<file path="src/sdbt_pkg.sv">
package sdbt_pkg;

	////////////////////////////////////////////////////////////////////////
	// Clock and delay figures
	localparam int CLK_MHZ = 100;
	localparam int PRECHARGE_RECOVERY_TIME_NS = 20;
	localparam int ACTIVATE_TO_COLUMN_DELAY_NS = 20;
	localparam int REFRESH_CYCLE_TIME_NS = 70;
	localparam int SELF_REFRESH_EXIT_DELAY_NS = 80;
	localparam int MODE_REGISTER_SET_DELAY_CK = 2;
	localparam int BURST_LEN_DEF = 4;
	localparam int CNT_W = 8;
	localparam int NUM_BANKS = 4;

	// Least time in ns to whole clocks, never below one
	function automatic int ns_to_cyc(input int ns);
		int c;
		c = (ns * CLK_MHZ + 999) / 1000;
		return (c < 1) ? 1 : c;
	endfunction : ns_to_cyc

	localparam int RP_CYC = ns_to_cyc(PRECHARGE_RECOVERY_TIME_NS);
	localparam int RCD_CYC = ns_to_cyc(ACTIVATE_TO_COLUMN_DELAY_NS);
	localparam int RFC_CYC = ns_to_cyc(REFRESH_CYCLE_TIME_NS);
	localparam int XSR_CYC = ns_to_cyc(SELF_REFRESH_EXIT_DELAY_NS);
	localparam int MRD_CYC = MODE_REGISTER_SET_DELAY_CK;

	////////////////////////////////////////////////////////////////////////
	// Types
	typedef logic [1:0] sdbt_bank_idx_type;
	typedef logic [CNT_W-1:0] sdbt_cnt_type;

	typedef enum logic [2:0] {
		BANK_IDLE = 3'h0,
		BANK_ACTIVATING = 3'h1,
		BANK_ACTIVE = 3'h3,
		BANK_READ = 3'h2,
		BANK_WRITE = 3'h6,
		BANK_READ_AP = 3'h7,
		BANK_WRITE_AP = 3'h5,
		BANK_PRECHARGING = 3'h4
	} sdbt_bank_state_type;

	typedef enum logic [2:0] {
		DEV_NORMAL = 3'h0,
		DEV_REFRESH = 3'h1,
		DEV_MODE = 3'h3,
		DEV_PRE_ALL = 3'h2,
		DEV_SELF_REF = 3'h6,
		DEV_SR_EXIT = 3'h7
	} sdbt_dev_state_type;

	typedef enum logic [3:0] {
		CMD_INHIBIT = 4'h0,
		CMD_NOP = 4'h1,
		CMD_ACTIVATE = 4'h2,
		CMD_READ = 4'h3,
		CMD_WRITE = 4'h4,
		CMD_TERMINATE = 4'h5,
		CMD_PRECHARGE = 4'h6,
		CMD_REFRESH = 4'h7,
		CMD_MODE_LOAD = 4'h8
	} sdbt_cmd_kind_type;

	typedef struct packed {
		logic cs_n;
		logic ras_n;
		logic cas_n;
		logic we_n;
		logic cke;
		logic bank_select_bit1;
		logic bank_select_bit0;
		logic auto_precharge_addr_bit;
	} sdbt_pins_type;

	typedef struct packed {
		logic activate;
		logic read;
		logic write;
		logic auto_pre;
		logic precharge;
		logic cut;
	} sdbt_bank_evt_type;

	// Pins at reset: deselected, clock enable low
	localparam sdbt_pins_type PINS_RST = 8'hF0;

endpackage : sdbt_pkg

</file>
<file path="src/sdbt_bank.sv">
`timescale 1ns/1ns
module sdbt_bank #(
	parameter int RP = sdbt_pkg::RP_CYC,
	parameter int RCD = sdbt_pkg::RCD_CYC,
	parameter int BL = sdbt_pkg::BURST_LEN_DEF
) (
	input wire logic clk,
	input wire logic rst_n,
	input sdbt_pkg::sdbt_bank_evt_type evt,
	output sdbt_pkg::sdbt_bank_state_type state
);
	import sdbt_pkg::*;

	localparam sdbt_cnt_type RP_LD = CNT_W'(RP - 1);
	localparam sdbt_cnt_type RCD_LD = CNT_W'(RCD - 1);
	localparam sdbt_cnt_type BL_LD = CNT_W'(BL - 1);

	sdbt_cnt_type cnt_reg;
	logic expired;

	assign expired = (cnt_reg == '0);

	////////////////////////////////////////////////////////////////////////
	// Bank state and delay counter
	always_ff @(posedge clk or negedge rst_n)
	begin
		if (!rst_n)
		begin
			state <= BANK_IDLE;
			cnt_reg <= '0;
		end
		else
		begin
			if (!expired)
				cnt_reg <= cnt_reg - 1'b1;
			unique case (state)
				BANK_IDLE:
					if (evt.activate)
					begin
						state <= BANK_ACTIVATING;
						cnt_reg <= RCD_LD;
					end
				BANK_ACTIVATING:
					if (expired)
						state <= BANK_ACTIVE;
				BANK_ACTIVE, BANK_READ, BANK_WRITE:
					if (evt.precharge)
					begin
						state <= BANK_PRECHARGING;
						cnt_reg <= RP_LD;
					end
					else if (evt.read || evt.write)
					begin
						// New burst, optionally closing the row after it
						if (evt.read)
							state <= evt.auto_pre ? BANK_READ_AP : BANK_READ;
						else
							state <= evt.auto_pre ? BANK_WRITE_AP : BANK_WRITE;
						cnt_reg <= BL_LD;
					end
					else if (state != BANK_ACTIVE && (evt.cut || expired))
						state <= BANK_ACTIVE;
				BANK_READ_AP, BANK_WRITE_AP:
					if (evt.cut || expired)
					begin
						state <= BANK_PRECHARGING;
						cnt_reg <= RP_LD;
					end
				BANK_PRECHARGING:
					if (expired)
						state <= BANK_IDLE;
			endcase
		end
	end

endmodule : sdbt_bank

</file>
<file path="src/sdbt_tracker.sv">
`timescale 1ns/1ns
// Overview of operation
// - Deselected cycles ignored, operations continue
// - No-operation continues any operation underway
// - Activate accepted only by idle bank
// - Precharge to idle bank changes nothing
// - Active bank takes read, write, precharge
// - Read burst takes read, write, stop, precharge
// - Write burst takes read, write, stop, precharge
// - Burst stop cuts most recent burst
// - Idle only after precharge recovery time
// - Active after activate-to-column delay, no burst
// - Precharge enters precharging, then idle
// - Activate enters activating, then row active
// - Read with auto precharge busy until idle
// - Write with auto precharge busy until idle
// - Refresh holds device for refresh cycle time
// - Mode load holds device for set delay
// - Precharge all holds device for recovery time
// - Tables apply with clock enable held high
// - Commands to other banks accepted by state
// - Address bit ten selects auto precharge
// - Address bit ten high precharges all banks
// - Two select bits pick target bank
module sdbt_tracker #(
	parameter int BURST_LEN = sdbt_pkg::BURST_LEN_DEF,
	parameter int RP = sdbt_pkg::RP_CYC,
	parameter int RCD = sdbt_pkg::RCD_CYC,
	parameter int RFC = sdbt_pkg::RFC_CYC,
	parameter int MRD = sdbt_pkg::MRD_CYC,
	parameter int XSR = sdbt_pkg::XSR_CYC
) (
	input wire logic clk,
	input wire logic nrst,
	input sdbt_pkg::sdbt_pins_type pins_in,
	output sdbt_pkg::sdbt_bank_state_type bank_state [sdbt_pkg::NUM_BANKS],
	output sdbt_pkg::sdbt_dev_state_type dev_state_reg,
	output logic all_idle_reg,
	output logic cmd_accepted_reg,
	output logic cmd_illegal_reg,
	output sdbt_pkg::sdbt_bank_idx_type burst_bank_reg
);
	import sdbt_pkg::*;

	localparam int CNT_LIMIT = 2 ** CNT_W;
	localparam sdbt_cnt_type RP_LD = CNT_W'(RP - 1);
	localparam sdbt_cnt_type RFC_LD = CNT_W'(RFC - 1);
	localparam sdbt_cnt_type MRD_LD = CNT_W'(MRD - 1);
	localparam sdbt_cnt_type XSR_LD = CNT_W'(XSR - 1);

	////////////////////////////////////////////////////////////////////////
	// Parameter checks
	if (BURST_LEN < 1 || BURST_LEN > CNT_LIMIT || RP < 1 || RP > CNT_LIMIT ||
		RCD < 1 || RCD > CNT_LIMIT || RFC < 1 || RFC > CNT_LIMIT ||
		MRD < 1 || MRD > CNT_LIMIT || XSR < 1 || XSR > CNT_LIMIT)
	begin : g_bad_param
		$error("sdbt_tracker: delay or burst length out of counter range");
	end

	////////////////////////////////////////////////////////////////////////
	// Functions

	// Command pins to command kind; clock enable is judged separately
	function automatic sdbt_cmd_kind_type decode(input sdbt_pins_type p);
		sdbt_cmd_kind_type k;
		k = CMD_INHIBIT;
		if (!p.cs_n)
		begin
			unique case ({p.ras_n, p.cas_n, p.we_n})
				3'h7: k = CMD_NOP;
				3'h3: k = CMD_ACTIVATE;
				3'h5: k = CMD_READ;
				3'h4: k = CMD_WRITE;
				3'h6: k = CMD_TERMINATE;
				3'h2: k = CMD_PRECHARGE;
				3'h1: k = CMD_REFRESH;
				3'h0: k = CMD_MODE_LOAD;
			endcase
		end
		return k;
	endfunction : decode

	// Bank in one of the four burst states
	function automatic logic bursting(input sdbt_bank_state_type s);
		return (s == BANK_READ) || (s == BANK_WRITE) ||
			(s == BANK_READ_AP) || (s == BANK_WRITE_AP);
	endfunction : bursting

	// Same-bank acceptance of a bank-specific command
	function automatic logic accepts(input sdbt_bank_state_type s, input sdbt_cmd_kind_type k);
		logic ok;
		ok = 1'b0;
		unique case (k)
			CMD_ACTIVATE: ok = (s == BANK_IDLE);
			CMD_READ, CMD_WRITE: ok = (s == BANK_ACTIVE) || (s == BANK_READ) || (s == BANK_WRITE);
			CMD_PRECHARGE: ok = (s == BANK_IDLE) || (s == BANK_ACTIVE) || (s == BANK_READ) || (s == BANK_WRITE);
			default: ok = 1'b0;
		endcase
		return ok;
	endfunction : accepts

	////////////////////////////////////////////////////////////////////////
	// Reset release
	logic [1:0] rst_sync_reg;
	logic rst_n;

	always_ff @(posedge clk or negedge nrst)
	begin
		if (!nrst)
			rst_sync_reg <= 2'h0;
		else
			rst_sync_reg <= {rst_sync_reg[0], 1'b1};
	end

	assign rst_n = rst_sync_reg[1];

	////////////////////////////////////////////////////////////////////////
	// Pin synchronisers
	sdbt_pins_type pin_s1_reg;
	sdbt_pins_type pins;
	logic cke_prev_reg;

	always_ff @(posedge clk or negedge rst_n)
	begin
		if (!rst_n)
		begin
			pin_s1_reg <= PINS_RST;
			pins <= PINS_RST;
		end
		else
		begin
			pin_s1_reg <= pins_in;
			pins <= pin_s1_reg;
		end
	end

	// Clock enable at the previous edge
	always_ff @(posedge clk or negedge rst_n)
	begin
		if (!rst_n)
			cke_prev_reg <= 1'b0;
		else
			cke_prev_reg <= pins.cke;
	end

	////////////////////////////////////////////////////////////////////////
	// Command decode and legality
	sdbt_cmd_kind_type kind;
	sdbt_bank_idx_type tgt;
	sdbt_bank_evt_type evt [NUM_BANKS];
	logic cke_stable;
	logic tables_on;
	logic is_cmd;
	logic cmd_ok;
	logic all_banks_idle;
	logic all_idle;
	logic pre_all_ok;
	logic go_refresh;
	logic go_mode;
	logic go_pre_all;
	logic go_self_ref;

	assign kind = decode(pins);
	assign tgt = {pins.bank_select_bit1, pins.bank_select_bit0};
	assign cke_stable = cke_prev_reg && pins.cke;
	assign tables_on = cke_stable && (dev_state_reg == DEV_NORMAL);
	assign is_cmd = (kind != CMD_INHIBIT) && (kind != CMD_NOP);

	// Whole-device conditions
	always_comb
	begin
		all_banks_idle = 1'b1;
		pre_all_ok = 1'b1;
		for (int b = 0; b < NUM_BANKS; b++)
		begin
			if (bank_state[b] != BANK_IDLE)
				all_banks_idle = 1'b0;
			if (!accepts(bank_state[b], CMD_PRECHARGE))
				pre_all_ok = 1'b0;
		end
	end

	assign all_idle = all_banks_idle && (dev_state_reg == DEV_NORMAL);

	// Per-bank events from the registered command
	always_comb
	begin
		cmd_ok = 1'b0;
		for (int b = 0; b < NUM_BANKS; b++)
			evt[b] = '0;
		if (tables_on)
		begin
			unique case (kind)
				CMD_ACTIVATE:
					if (accepts(bank_state[tgt], kind))
					begin
						cmd_ok = 1'b1;
						evt[tgt].activate = 1'b1;
					end
				CMD_READ, CMD_WRITE:
					if (accepts(bank_state[tgt], kind))
					begin
						cmd_ok = 1'b1;
						evt[tgt].read = (kind == CMD_READ);
						evt[tgt].write = (kind == CMD_WRITE);
						evt[tgt].auto_pre = pins.auto_precharge_addr_bit;
						// A burst elsewhere is interrupted by this one
						for (int b = 0; b < NUM_BANKS; b++)
							if (b != int'(tgt) && bursting(bank_state[b]))
								evt[b].cut = 1'b1;
					end
				CMD_TERMINATE:
					if (bursting(bank_state[burst_bank_reg]))
					begin
						cmd_ok = 1'b1;
						evt[burst_bank_reg].cut = 1'b1;
					end
				CMD_PRECHARGE:
					if (pins.auto_precharge_addr_bit)
					begin
						if (pre_all_ok)
						begin
							cmd_ok = 1'b1;
							for (int b = 0; b < NUM_BANKS; b++)
								evt[b].precharge = (bank_state[b] != BANK_IDLE);
						end
					end
					else if (accepts(bank_state[tgt], kind))
					begin
						cmd_ok = 1'b1;
						evt[tgt].precharge = (bank_state[tgt] != BANK_IDLE);
					end
				CMD_REFRESH, CMD_MODE_LOAD:
					cmd_ok = all_idle;
				default:
					cmd_ok = 1'b0;
			endcase
		end
	end

	assign go_refresh = tables_on && (kind == CMD_REFRESH) && cmd_ok;
	assign go_mode = tables_on && (kind == CMD_MODE_LOAD) && cmd_ok;
	assign go_pre_all = tables_on && (kind == CMD_PRECHARGE) && pins.auto_precharge_addr_bit && cmd_ok;
	assign go_self_ref = cke_prev_reg && !pins.cke && (kind == CMD_REFRESH) && all_idle;

	////////////////////////////////////////////////////////////////////////
	// Banks
	for (genvar b = 0; b < NUM_BANKS; b++)
	begin : g_bank
		sdbt_bank #(
			.RP(RP),
			.RCD(RCD),
			.BL(BURST_LEN)
		) u_bank (
			.clk(clk),
			.rst_n(rst_n),
			.evt(evt[b]),
			.state(bank_state[b])
		);
	end

	////////////////////////////////////////////////////////////////////////
	// Device-wide state
	sdbt_cnt_type dev_cnt_reg;
	logic dev_expired;

	assign dev_expired = (dev_cnt_reg == '0);

	always_ff @(posedge clk or negedge rst_n)
	begin
		if (!rst_n)
		begin
			dev_state_reg <= DEV_NORMAL;
			dev_cnt_reg <= '0;
		end
		else
		begin
			if (!dev_expired)
				dev_cnt_reg <= dev_cnt_reg - 1'b1;
			unique case (dev_state_reg)
				DEV_NORMAL:
					if (go_refresh)
					begin
						dev_state_reg <= DEV_REFRESH;
						dev_cnt_reg <= RFC_LD;
					end
					else if (go_mode)
					begin
						dev_state_reg <= DEV_MODE;
						dev_cnt_reg <= MRD_LD;
					end
					else if (go_pre_all)
					begin
						dev_state_reg <= DEV_PRE_ALL;
						dev_cnt_reg <= RP_LD;
					end
					else if (go_self_ref)
						dev_state_reg <= DEV_SELF_REF;
				DEV_REFRESH, DEV_MODE, DEV_PRE_ALL:
					if (dev_expired)
						dev_state_reg <= DEV_NORMAL;
				DEV_SELF_REF:
					if (pins.cke)
					begin
						dev_state_reg <= DEV_SR_EXIT;
						dev_cnt_reg <= XSR_LD;
					end
				DEV_SR_EXIT:
					if (dev_expired)
						dev_state_reg <= DEV_NORMAL;
				default:
				begin
					dev_state_reg <= DEV_NORMAL;
					dev_cnt_reg <= '0;
				end
			endcase
		end
	end

	////////////////////////////////////////////////////////////////////////
	// Most recent burst bank
	always_ff @(posedge clk or negedge rst_n)
	begin
		if (!rst_n)
			burst_bank_reg <= '0;
		else if (cmd_ok && (kind == CMD_READ || kind == CMD_WRITE))
			burst_bank_reg <= tgt;
	end

	////////////////////////////////////////////////////////////////////////
	// Status outputs
	always_ff @(posedge clk or negedge rst_n)
	begin
		if (!rst_n)
		begin
			all_idle_reg <= 1'b1;
			cmd_accepted_reg <= 1'b0;
			cmd_illegal_reg <= 1'b0;
		end
		else
		begin
			all_idle_reg <= all_idle;
			cmd_accepted_reg <= cmd_ok || go_self_ref;
			// Command outside the tables or refused by a busy state
			cmd_illegal_reg <= cke_stable && is_cmd && !cmd_ok;
		end
	end

endmodule : sdbt_tracker

</file>
<file path="config.mk">
export PLATFORM = sky130hd
export DESIGN_NAME = sdbt_tracker
export DESIGN_NICKNAME = d
export VERILOG_FILES = /design/src/sdbt_pkg.sv /design/src/sdbt_bank.sv /design/src/sdbt_tracker.sv
export SDC_FILE = /design/constraint.sdc
export NUM_CORES = 1
export LEC_CHECK = 0
export BUFFER_PORTS_ARGS = -buffer_cell sky130_fd_sc_hd__buf_2
export CAP_MARGIN = 20
export CORE_ASPECT_RATIO = 0.7
export CORE_UTILIZATION = 49
export DETAILED_ROUTE_END_ITERATION = 6
export PLACE_DENSITY = 0.66
export SYNTH_ARGS = -nofsm -noshare
export SYNTH_HDL_FRONTEND = slang
export SYNTH_SLANG_ARGS = --single-unit
</file>
<file path="constraint.sdc">
create_clock -name clk -period 3 [get_ports clk]
set_input_delay 0.45 -clock clk [delete_from_list [all_inputs] [get_ports clk]]
set_output_delay 0.45 -clock clk [all_outputs]
set_load 0.02 [all_outputs]
</file>
# Yosys cells after proc, flatten, opt, wreduce, memory -nomap -nowiden
# Memories as Yosys holds them, arrays and structs flattened.
# Cells that the tools add are included.
[totals]
input_bits = 10
mem_bits_rw = 0
output_inout_bits = 20
word_cells = 377
romBits = 32
latchBits = 0
reg_bits = 79
memories = 1
[classes]
eq_ne = 78
shifts = 0
div = 0
muxes = 148
reduce_logical = 105
n_lt_le_gt_ge = 4
addsub = 5
n_bitwise = 4
n_mul = 0
[mem_list]
columns = ["memory", "depth", "width", "rd", "rd_ports_with_merged_regs", "wr", "line_no", "source"]
rows = [
  ["(no name shown)", 8, 4, 1, 0, 0, "sdbt_tracker.sv:69", "unique case ({p.ras_n, p.cas_n, p.we_n})"],
]
[op_table]
columns = ["operator", "count"]
rows = [
  ["2-to-1 mux 8 bit", 25],
  ["2-to-1 mux 3 bit", 47],
  ["one-hot mux 8 bit (3 select lines)", 5],
  ["2-to-1 mux 24 bit", 4],
  ["one-hot mux 24 bit (4 select lines)", 1],
  ["demux 6 bit (select 2 bit)", 6],
  ["== test 3 bit, second input constant", 22],
  ["one-hot mux 3 bit (5 select lines)", 4],
  ["AND 24 bit", 2],
  ["bitwise mux 24 bit", 2],
  ["logical OR 1 bit", 42],
  ["zero test 8 bit", 5],
  ["subtractor 8 x 1 -> 8 bit, second input constant", 5],
  ["== test 3 x 2 -> 1 bit, second input constant", 13],
  ["2-to-1 mux 1 bit", 36],
  ["logical AND 1 bit", 27],
  ["inequality test 2 x 1 -> 1 bit, second input constant", 13],
  ["2-to-1 mux 5 bit", 4],
  ["AND reduction 5 bit", 4],
  ["2-to-1 mux 19 bit", 1],
  ["zero test 3 bit", 6],
  ["== test 4 x 3 -> 1 bit, second input constant", 4],
  ["inequality test 4 x 2 -> 1 bit, second input constant", 4],
  ["== test 3 x 1 -> 1 bit, second input constant", 5],
  ["other kinds (25)", 57],
]

# Logic depth before layout (Yosys ltp)
# Gate-level depths: netlist of run 1.
[depth]
word_depth = 21
depth_mapped = 13
depth_no_buf = 10

# Modules after synthesis
# From an unflattened synthesis of run 1, not the netlist that was laid out.
[unflattened]
hier_cells = 591
area_unflattened_um2 = 5406.4
[modules_own_cells]
columns = ["mod", "area_per_inst_um2", "seq_area_each_um2", "cells_each", "n_inst"]
rows = [
  ["sdbt_tracker", 2323.5, 887.1, 250, 1],
  ["sdbt_bank (g_bank[1].u_bank ...)", 764.5, 275.3, 87, 2],
  ["sdbt_bank (g_bank[3].u_bank)", 792.0, 275.3, 89, 1],
  ["sdbt_bank (g_bank[0].u_bank)", 762.0, 275.3, 78, 1],
]

# Worst setup path after synthesis of run 1
# OpenSTA, ideal clock, no wires.
[synth_timing]
path_type = "reg-to-reg"
from = "reg pins[5] in the netlist's numbering"
to = "reg g_bank[1].u_bank.state[0]"
stages_incl_launch_ff = 13
arrival_ns = 2.780
setup_ns = 0.128
path_slack_ns = 0.092
required_ns = 2.872
path_cell_list = "dfstp_2 buf_2 inv_1 ha_1 buf_2 xor2_1 nor3_1 nor4_4 o21ai_1 a31oi_1 o32ai_1 a22oi_2 mux2_1"
[synth_between]
elab_chain_cells = 13
elab_cells_between_ends = 27
cone_classes = "eq/ne (8); mux (12); bitwise (1); reduce/logical (5); memory (1)"
[synth_lines]
columns = ["element", "line_no", "source"]
rows = [
  ["start: declaration", "sdbt_tracker.sv:120", "sdbt_pins_type pins;"],
  ["start signal: assignment", "sdbt_tracker.sv:133", "pins <= pin_s1_reg;"],
  ["memory (8 x 4 bit) *", "n/a", ""],
  ["2-to-1 mux 4 bit *", "sdbt_tracker.sv:67", "if (!p.cs_n)"],
  ["== test 4 x 2 -> 1 bit", "sdbt_tracker.sv:93, sdbt_tracker.sv:193, sdbt_tracker.sv:204", ""],
  ["AND 24 bit (no source line)", "n/a", ""],
  ["bitwise mux 24 bit", "sdbt_tracker.sv:205", "evt[tgt].write = (kind == CMD_WRITE);"],
  ["bitwise mux 24 bit", "sdbt_tracker.sv:206", "evt[tgt].auto_pre = pins.auto_precharge_addr_bit;"],
  ["2-to-1 mux 24 bit", "sdbt_tracker.sv:201", "if (accepts(bank_state[tgt], kind))"],
  ["one-hot mux 24 bit (4 select lines) *", "sdbt_tracker.sv:193", "unique case (kind)"],
  ["2-to-1 mux 24 bit *", "sdbt_tracker.sv:191", "if (tables_on)"],
  ["2-to-1 mux 3 bit or logical OR 1 bit (tied branches)", "sdbt_bank.sv:55, sdbt_bank.sv:52", ""],
  ["2-to-1 mux 3 bit", "sdbt_bank.sv:52", "else if (evt.read || evt.write)"],
  ["2-to-1 mux 3 bit", "sdbt_bank.sv:47", "if (evt.precharge)"],
  ["one-hot mux 3 bit (5 select lines)", "sdbt_bank.sv:36", "unique case (state)"],
  ["end signal: assignment", "sdbt_bank.sv:56", "state <= evt.auto_pre ? BANK_READ_AP : BANK_READ;"],
  ["end signal: assignment", "sdbt_bank.sv:58", "state <= evt.auto_pre ? BANK_WRITE_AP : BANK_WRITE;"],
  ["end: declaration", "sdbt_bank.sv:10", "output sdbt_pkg::sdbt_bank_state_type state"],
]
# Every way passes the cells marked *; elsewhere a longest branch is shown, timed or not.
# A chain may end at the register's enable or synchronous reset.

# Worst setup path after layout of run 1
[layout_timing]
from = "reg pins[4] in the netlist's numbering"
to = "reg g_bank[1].u_bank.state[0]"
# The elaborated chain is that of the path after synthesis.

==> results.json, run 1 <==
{
  "wl_um": 12600,
  "grt_pass1_wl_um": 20500,
  "hold_viol_final": 0,
  "cts_inserted_buffers": 9,
  "rrSetupSlack_ps": 150,
  "dpl_worst_slack_ps": 36.9,
  "power_density_nw_per_um2": 877,
  "start_util": 0.512,
  "design_area_sq_um": 5960,
  "drt_drc_violations_left": 0,
  "slew_headroom": 0.539,
  "vias_per_cell": 5.94,
  "routabilityCongestion": 0.977,
  "clockBufferDepth": 2,
  "wl_per_cell_um": 16.5,
  "layout-drive-gt1-share": 0.216,
  "layout.nets": 650,
  "reg2reg_from": "pins[4]",
  "crit_path_end": "g_bank[1].u_bank.state[0]",
  "start_kind": "register",
  "fin_skew_ps": 5.01,
  "mostFrequentLayoutCell": "nor2_1",
  "htree_levels": 3,
  "synth_area_sq_um": 5060,
  "fillCellCount": 858,
  "tightest_slew_ps": 687,
  "largest_reg_flops": 32,
  "fin_cells": 762,
  "yosysSeqAreaShare": 0.393,
  "end_kind": "register",
  "io_buffers": 29,
  "layout_common_cells": "nor2_1, dfrtp_1, nand2_1, buf_4, buf_2",
  "synth_ff_type": "dfrtp_1",
  "dp_cells": 742,
  "setup_viol": 0,
  "ant_nets": 0,
  "multi_input_area_sq_um": 2920,
  "die_h_um": 87,
  "die_x_um": 123,
  "placedInstanceArea_sq_um": 5560,
  "status": "complete, no violations",
  "clk_latency_ps": 340,
  "r2r_end": "g_bank[1].u_bank.state[0]",
  "hpwl_um": 9200,
  "utilization": 0.604,
  "finalMaxSlewViolations": 0,
  "grt_util_all_layers": 0.249,
  "ys_ff_latch": 79,
  "synth_area_per_cell_sq_um": 8.92,
  "r2r_cells": 11,
  "tritoncts": "done",
  "cts_sinks": 79,
  "ys.warnings.count": 0,
  "antenna_found_initial": 0,
  "synthDistinctLibCells": 84,
  "hold_class": "in -> reg",
  "die_area_sq_um": 10700,
  "crit_start": "pins[4]",
  "whs_ps": 209,
  "overflow": 0,
  "syn_nets": 588,
  "antenna_cells": 0,
  "fmax_mhz": 351,
  "maxCapViolCount": 0,
  "clk_pin_slew_ps": 60,
  "fin_crit_ps": 2850,
  "cp_data_arrival_time_ps": 3070,
  "postSynthCellCount": 567,
  "synth_xor_area_frac": 0.0520,
  "regArea_sq_um": 1990,
  "vdd_drop_max_uv": 380,
  "layout_setup_ws_ps": 152,
  "finalCritPeriodShare": 0.949,
  "grt_start_max_net_pins": 78,
  "synth_mux_area_frac": 0.0440,
  "synth_top_family_by_area": "simple AND/OR/NAND/NOR gates",
  "drt_iter0_drc": 448,
  "num_vias": 4529,
  "drt_first_pass_iters": 5,
  "areaGrowthSynthToFinish_pct": 17.8,
  "synthArstFlopShare": 1.00,
  "cp.required_ps": 3220,
  "critPathKind": "reg -> reg",
  "io_pins": 30,
  "power_leakage_nw": 2.58,
  "synth_fa_ha_area_frac": 0.0272,
  "core_area_sq_um": 9870,
  "rows": 30,
  "synth-simple-area-share": 0.255,
  "synth_edf_count": 0,
  "root_buffer": "clkbuf_16",
  "grt_pass1_vias": 4212,
  "rsz0062_at_grt": "yes",
  "synth-compound-area-share": 0.188,
  "cp_max_fo": 6
}
per-layer routing:
metal	wire length, um	share of wire	vias to the layer above	global-route usage
li1	-	-	2165	-
met1	5970	0.48	2149	0.371
met2	5370	0.43	200	0.361
met3	1060	0.085	15	0.0582
met4	150	0.012	0	0.0668
met5	0	0	-	0
where the power goes:
part           switching, mW  internal [mW]
logic                   1.33           1.06
clock network          0.435          0.671
registers              0.336           1.39
total                   2.10           3.13
layout make-up:
class / count / area share
Multi-Input combinational cell: 441 / 0.490
Sequential cell: 79 / 0.334
Tap cell: 128 / 0.0269
Clock inverter: 4 / 0.00903
Inverter: 24 / 0.0151
Timing Repair Buffer: 74 / 0.0836
Clock buffer: 12 / 0.0414
per-stage QoR:
stage | setup TNS (ps) | power, mW
floorplan | 0 | 3.46
global placement | 0 | 4.04
detailed placement | 0 | 4.09
CTS | 0 | 5.22
global route | -175 | 5.65
finish | 0 | 5.23
synth_stat cells (9+ instances only):
cell      count  share of area
a21oi_1      21          0.021
buf_2        11          0.011
nor2b_1      12          0.015
clkbuf_1      9         0.0067
o21ai_0      25          0.025
nor2_1       79          0.059
nor3_1       27          0.027
dfstp_2       9          0.047
xnor2_1      14          0.024
nand3_1      18          0.018
dfrtp_1      70           0.35
ha_1         11          0.027
inv_1        24          0.018
o21ai_1      10         0.0099
xor2_1       16          0.028
nand2_1      48          0.036
how the worst min path moves through the flow:
stage | from | to | slack, ps | depth (start not counted)
3_3_place_gp | nrst | rst_sync_reg[0] | 230 | 1
4_1_cts | pins_in[7] | pin_s1_reg[7] | 200 | 1
6_report | pins_in[7] | pin_s1_reg[7] | 210 | 1
5_1_grt | pins_in[7] | pin_s1_reg[7] | 190 | 1
2_1_floorplan | nrst | rst_sync_reg[0] | 150 | 0
3_5_place_dp | nrst | rst_sync_reg[0] | 240 | 1
critical path, cell delays in order (launching register included):
cell and delay [ps]:
dfstp_2 530, inv_1 60, ha_1 200, buf_4 150, nor2_1 120, nand3_1 210, nor4_4 460, o21ai_2 170
a31oi_1 190, o32ai_1 100, a22oi_2 180, mux2_1 340
what timing repair did:
item | in CTS | in global routing
setup buffers | 0 | 2
setup endpoints to repair | 0 | 22
resized for setup | 0 | 9
hold buffers | 1 | 0
hold endpoints to repair | 2 | 0
logic make-up after synthesis:
group | count (synthesis)
compound gates | 135
buf+inv | 47
simple gates | 250
mux | 14
flops | 79
xor+xnor | 30
other cells | 1
fa+ha+maj | 11
Note: power is estimated with default switching activity, not from simulation.
==> inputs of run 2 (changes only) <==
REMOVE_ABC_BUFFERS = 1   (was default)
==> results.json, run 2 (synthesis results as in run 1) <==
{
  "worstHoldStart": "pins_in[4]",
  "drt_first_pass_iters": 6,
  "drt_iter0_drc": 512,
  "antenna_found_initial": 0,
  "rrSetupSlack_ps": 80,
  "p_switching_mw": 2.12,
  "placedInstanceArea_sq_um": 5540,
  "switching_share": 0.408,
  "clk_latency_ps": 340,
  "ant_nets": 0,
  "clk_pin_slew_ps": 60,
  "htree_levels": 3,
  "finalMaxSlewViolations": 0,
  "io_pins": 30,
  "root_buffer": "clkbuf_16",
  "vias_per_cell": 5.98,
  "cp_data_arrival_time_ps": 3140,
  "power_leakage_nw": 2.57,
  "utilization": 0.605,
  "overflow": 0,
  "min_to": "pin_s1_reg[4]",
  "design_area_sq_um": 5970,
  "layout.nets": 649,
  "cts_sinks": 79,
  "holdPathStages": 1,
  "p_comb_frac": 0.460,
  "wl_um": 13100,
  "r2r_end": "g_bank[1].u_bank.state[2]",
  "cp.required_ps": 3220,
  "areaGrowthSynthToFinish_pct": 18.1,
  "power_density_nw_per_um2": 872,
  "p_seq_frac": 0.337,
  "grt_start_max_net_pins": 78,
  "num_vias": 4552,
  "critPathKind": "reg -> reg",
  "setup_viol": 0,
  "pwr-share-clk": 0.203,
  "r2r_cells": 10,
  "critPathTopFamily": "compound AO/OA/AOI/OAI gates",
  "tightest_slew_ps": 982,
  "reg2reg_from": "pins[5]",
  "clockBufferDepth": 2,
  "hpwl_um": 9630,
  "start_kind": "register",
  "fmax_mhz": 342,
  "core_area_sq_um": 9870,
  "mostFrequentLayoutCell": "nor2_1",
  "die_h_um": 87,
  "fin_skew_ps": 7.68,
  "io_buffers": 29,
  "vdd_drop_max_uv": 553,
  "finalCritPeriodShare": 0.975,
  "grt_pass1_wl_um": 21500,
  "cts_inserted_buffers": 9,
  "grt_util_all_layers": 0.261,
  "end_kind": "register",
  "layout_common_cells": "nor2_1, dfrtp_1, nand2_1, buf_4, buf_2",
  "start_util": 0.512,
  "wl_per_cell_um": 17.3,
  "largest_reg_flops": 32,
  "hold_viol_final": 0,
  "slowest_stage": "dfstp_2",
  "fin_crit_ps": 2920,
  "die_area_sq_um": 10700,
  "layout-drive-gt1-share": 0.216,
  "grt_pass1_vias": 4349,
  "routabilityCongestion": 0.955,
  "path_buf_inv": 2,
  "drt_drc_violations_left": 0,
  "die_x_um": 123,
  "cp_max_fo": 7,
  "antenna_cells": 0,
  "slew_headroom": 0.345,
  "rows": 30,
  "status": "complete, no violations",
  "tritoncts": "done",
  "p_int_mw": 3.08,
  "hold_class": "in -> reg",
  "cpPeakStageDelay_ps": 610,
  "crit_chain": "inv_1 -> ha_4 -> xor2_2 -> or3_4 -> nand3_4 -> buf_4 -> o32ai_4 -> o32ai_1 -> a22oi_2 -> mux2_1",
  "maxCapViolCount": 0
}
run 2: power by group through the flow:
stage / Combinational [mW] / Sequential (mW) / Clock, mW
floorplan: 1.60 / 1.81 / 0
global route: 2.67 / 1.81 / 1.13
finish: 2.39 / 1.75 / 1.06
CTS: 2.35 / 1.75 / 1.09
detailed placement: 2.33 / 1.76 / 0
global placement: 2.27 / 1.75 / 0
run 2: how the worst max path moves through the flow:
stage / start / endpoint / slack [ps] / cells past startpoint
global route: pins[5] / g_bank[2].u_bank.state[0] / -40 / 11
finish: pins[5] / g_bank[1].u_bank.state[2] / 80 / 10
detailed placement: pins[4] / g_bank[1].u_bank.state[2] / -20 / 9
floorplan: pins[4] / g_bank[1].u_bank.state[0] / 160 / 10
CTS: pins[4] / g_bank[2].u_bank.state[0] / 20 / 10
global placement: pins[4] / g_bank[2].u_bank.state[0] / 90 / 10
run 2: routing by layer:
| layer | vias up | track usage | routed length, um |
|---|---|---|---|
| met2 | 184 | 0.383 | 5670 |
| met1 | 2171 | 0.372 | 6100 |
| met5 | - | 0 | 0 |
| met3 | 31 | 0.0681 | 1100 |
| met4 | 0 | 0.0898 | 284 |
| li1 | 2166 | - | - |
run 2: area by class of cell:
type	count	area, sq um
clock buffers	13	240
clock inverters	3	46.3
fillers	848	3900
repair buffers	73	478
multi-input cells	441	2970
inverters	24	90.1
well taps	128	160
flip-flops and latches	79	1990
run 2: what timing repair did:
item / 4_1_cts / 5_1_grt
setup buffers: 0 / 5
setup endpoints to repair: 4 / 33
cloned: 0 / 0
pin swaps: 0 / 6
hold buffers: 1 / 0
gates resized for setup: 4 / 11
hold endpoints to repair: 2 / 0
run 2: metrics by stage:
stage                     setup WS, ps  cells  TNS [ps]  hold slack [ps]  power (mW)
after floorplan                    163    544         0              154        3.41
after global placement            85.7    739         0              235        4.02
after detailed placement         -19.6    739     -27.8              237        4.09
after CTS                         23.9    756         0              197        5.19
after global routing             -41.3    761     -80.0              198        5.61
final                             75.7    761         0              213        5.21
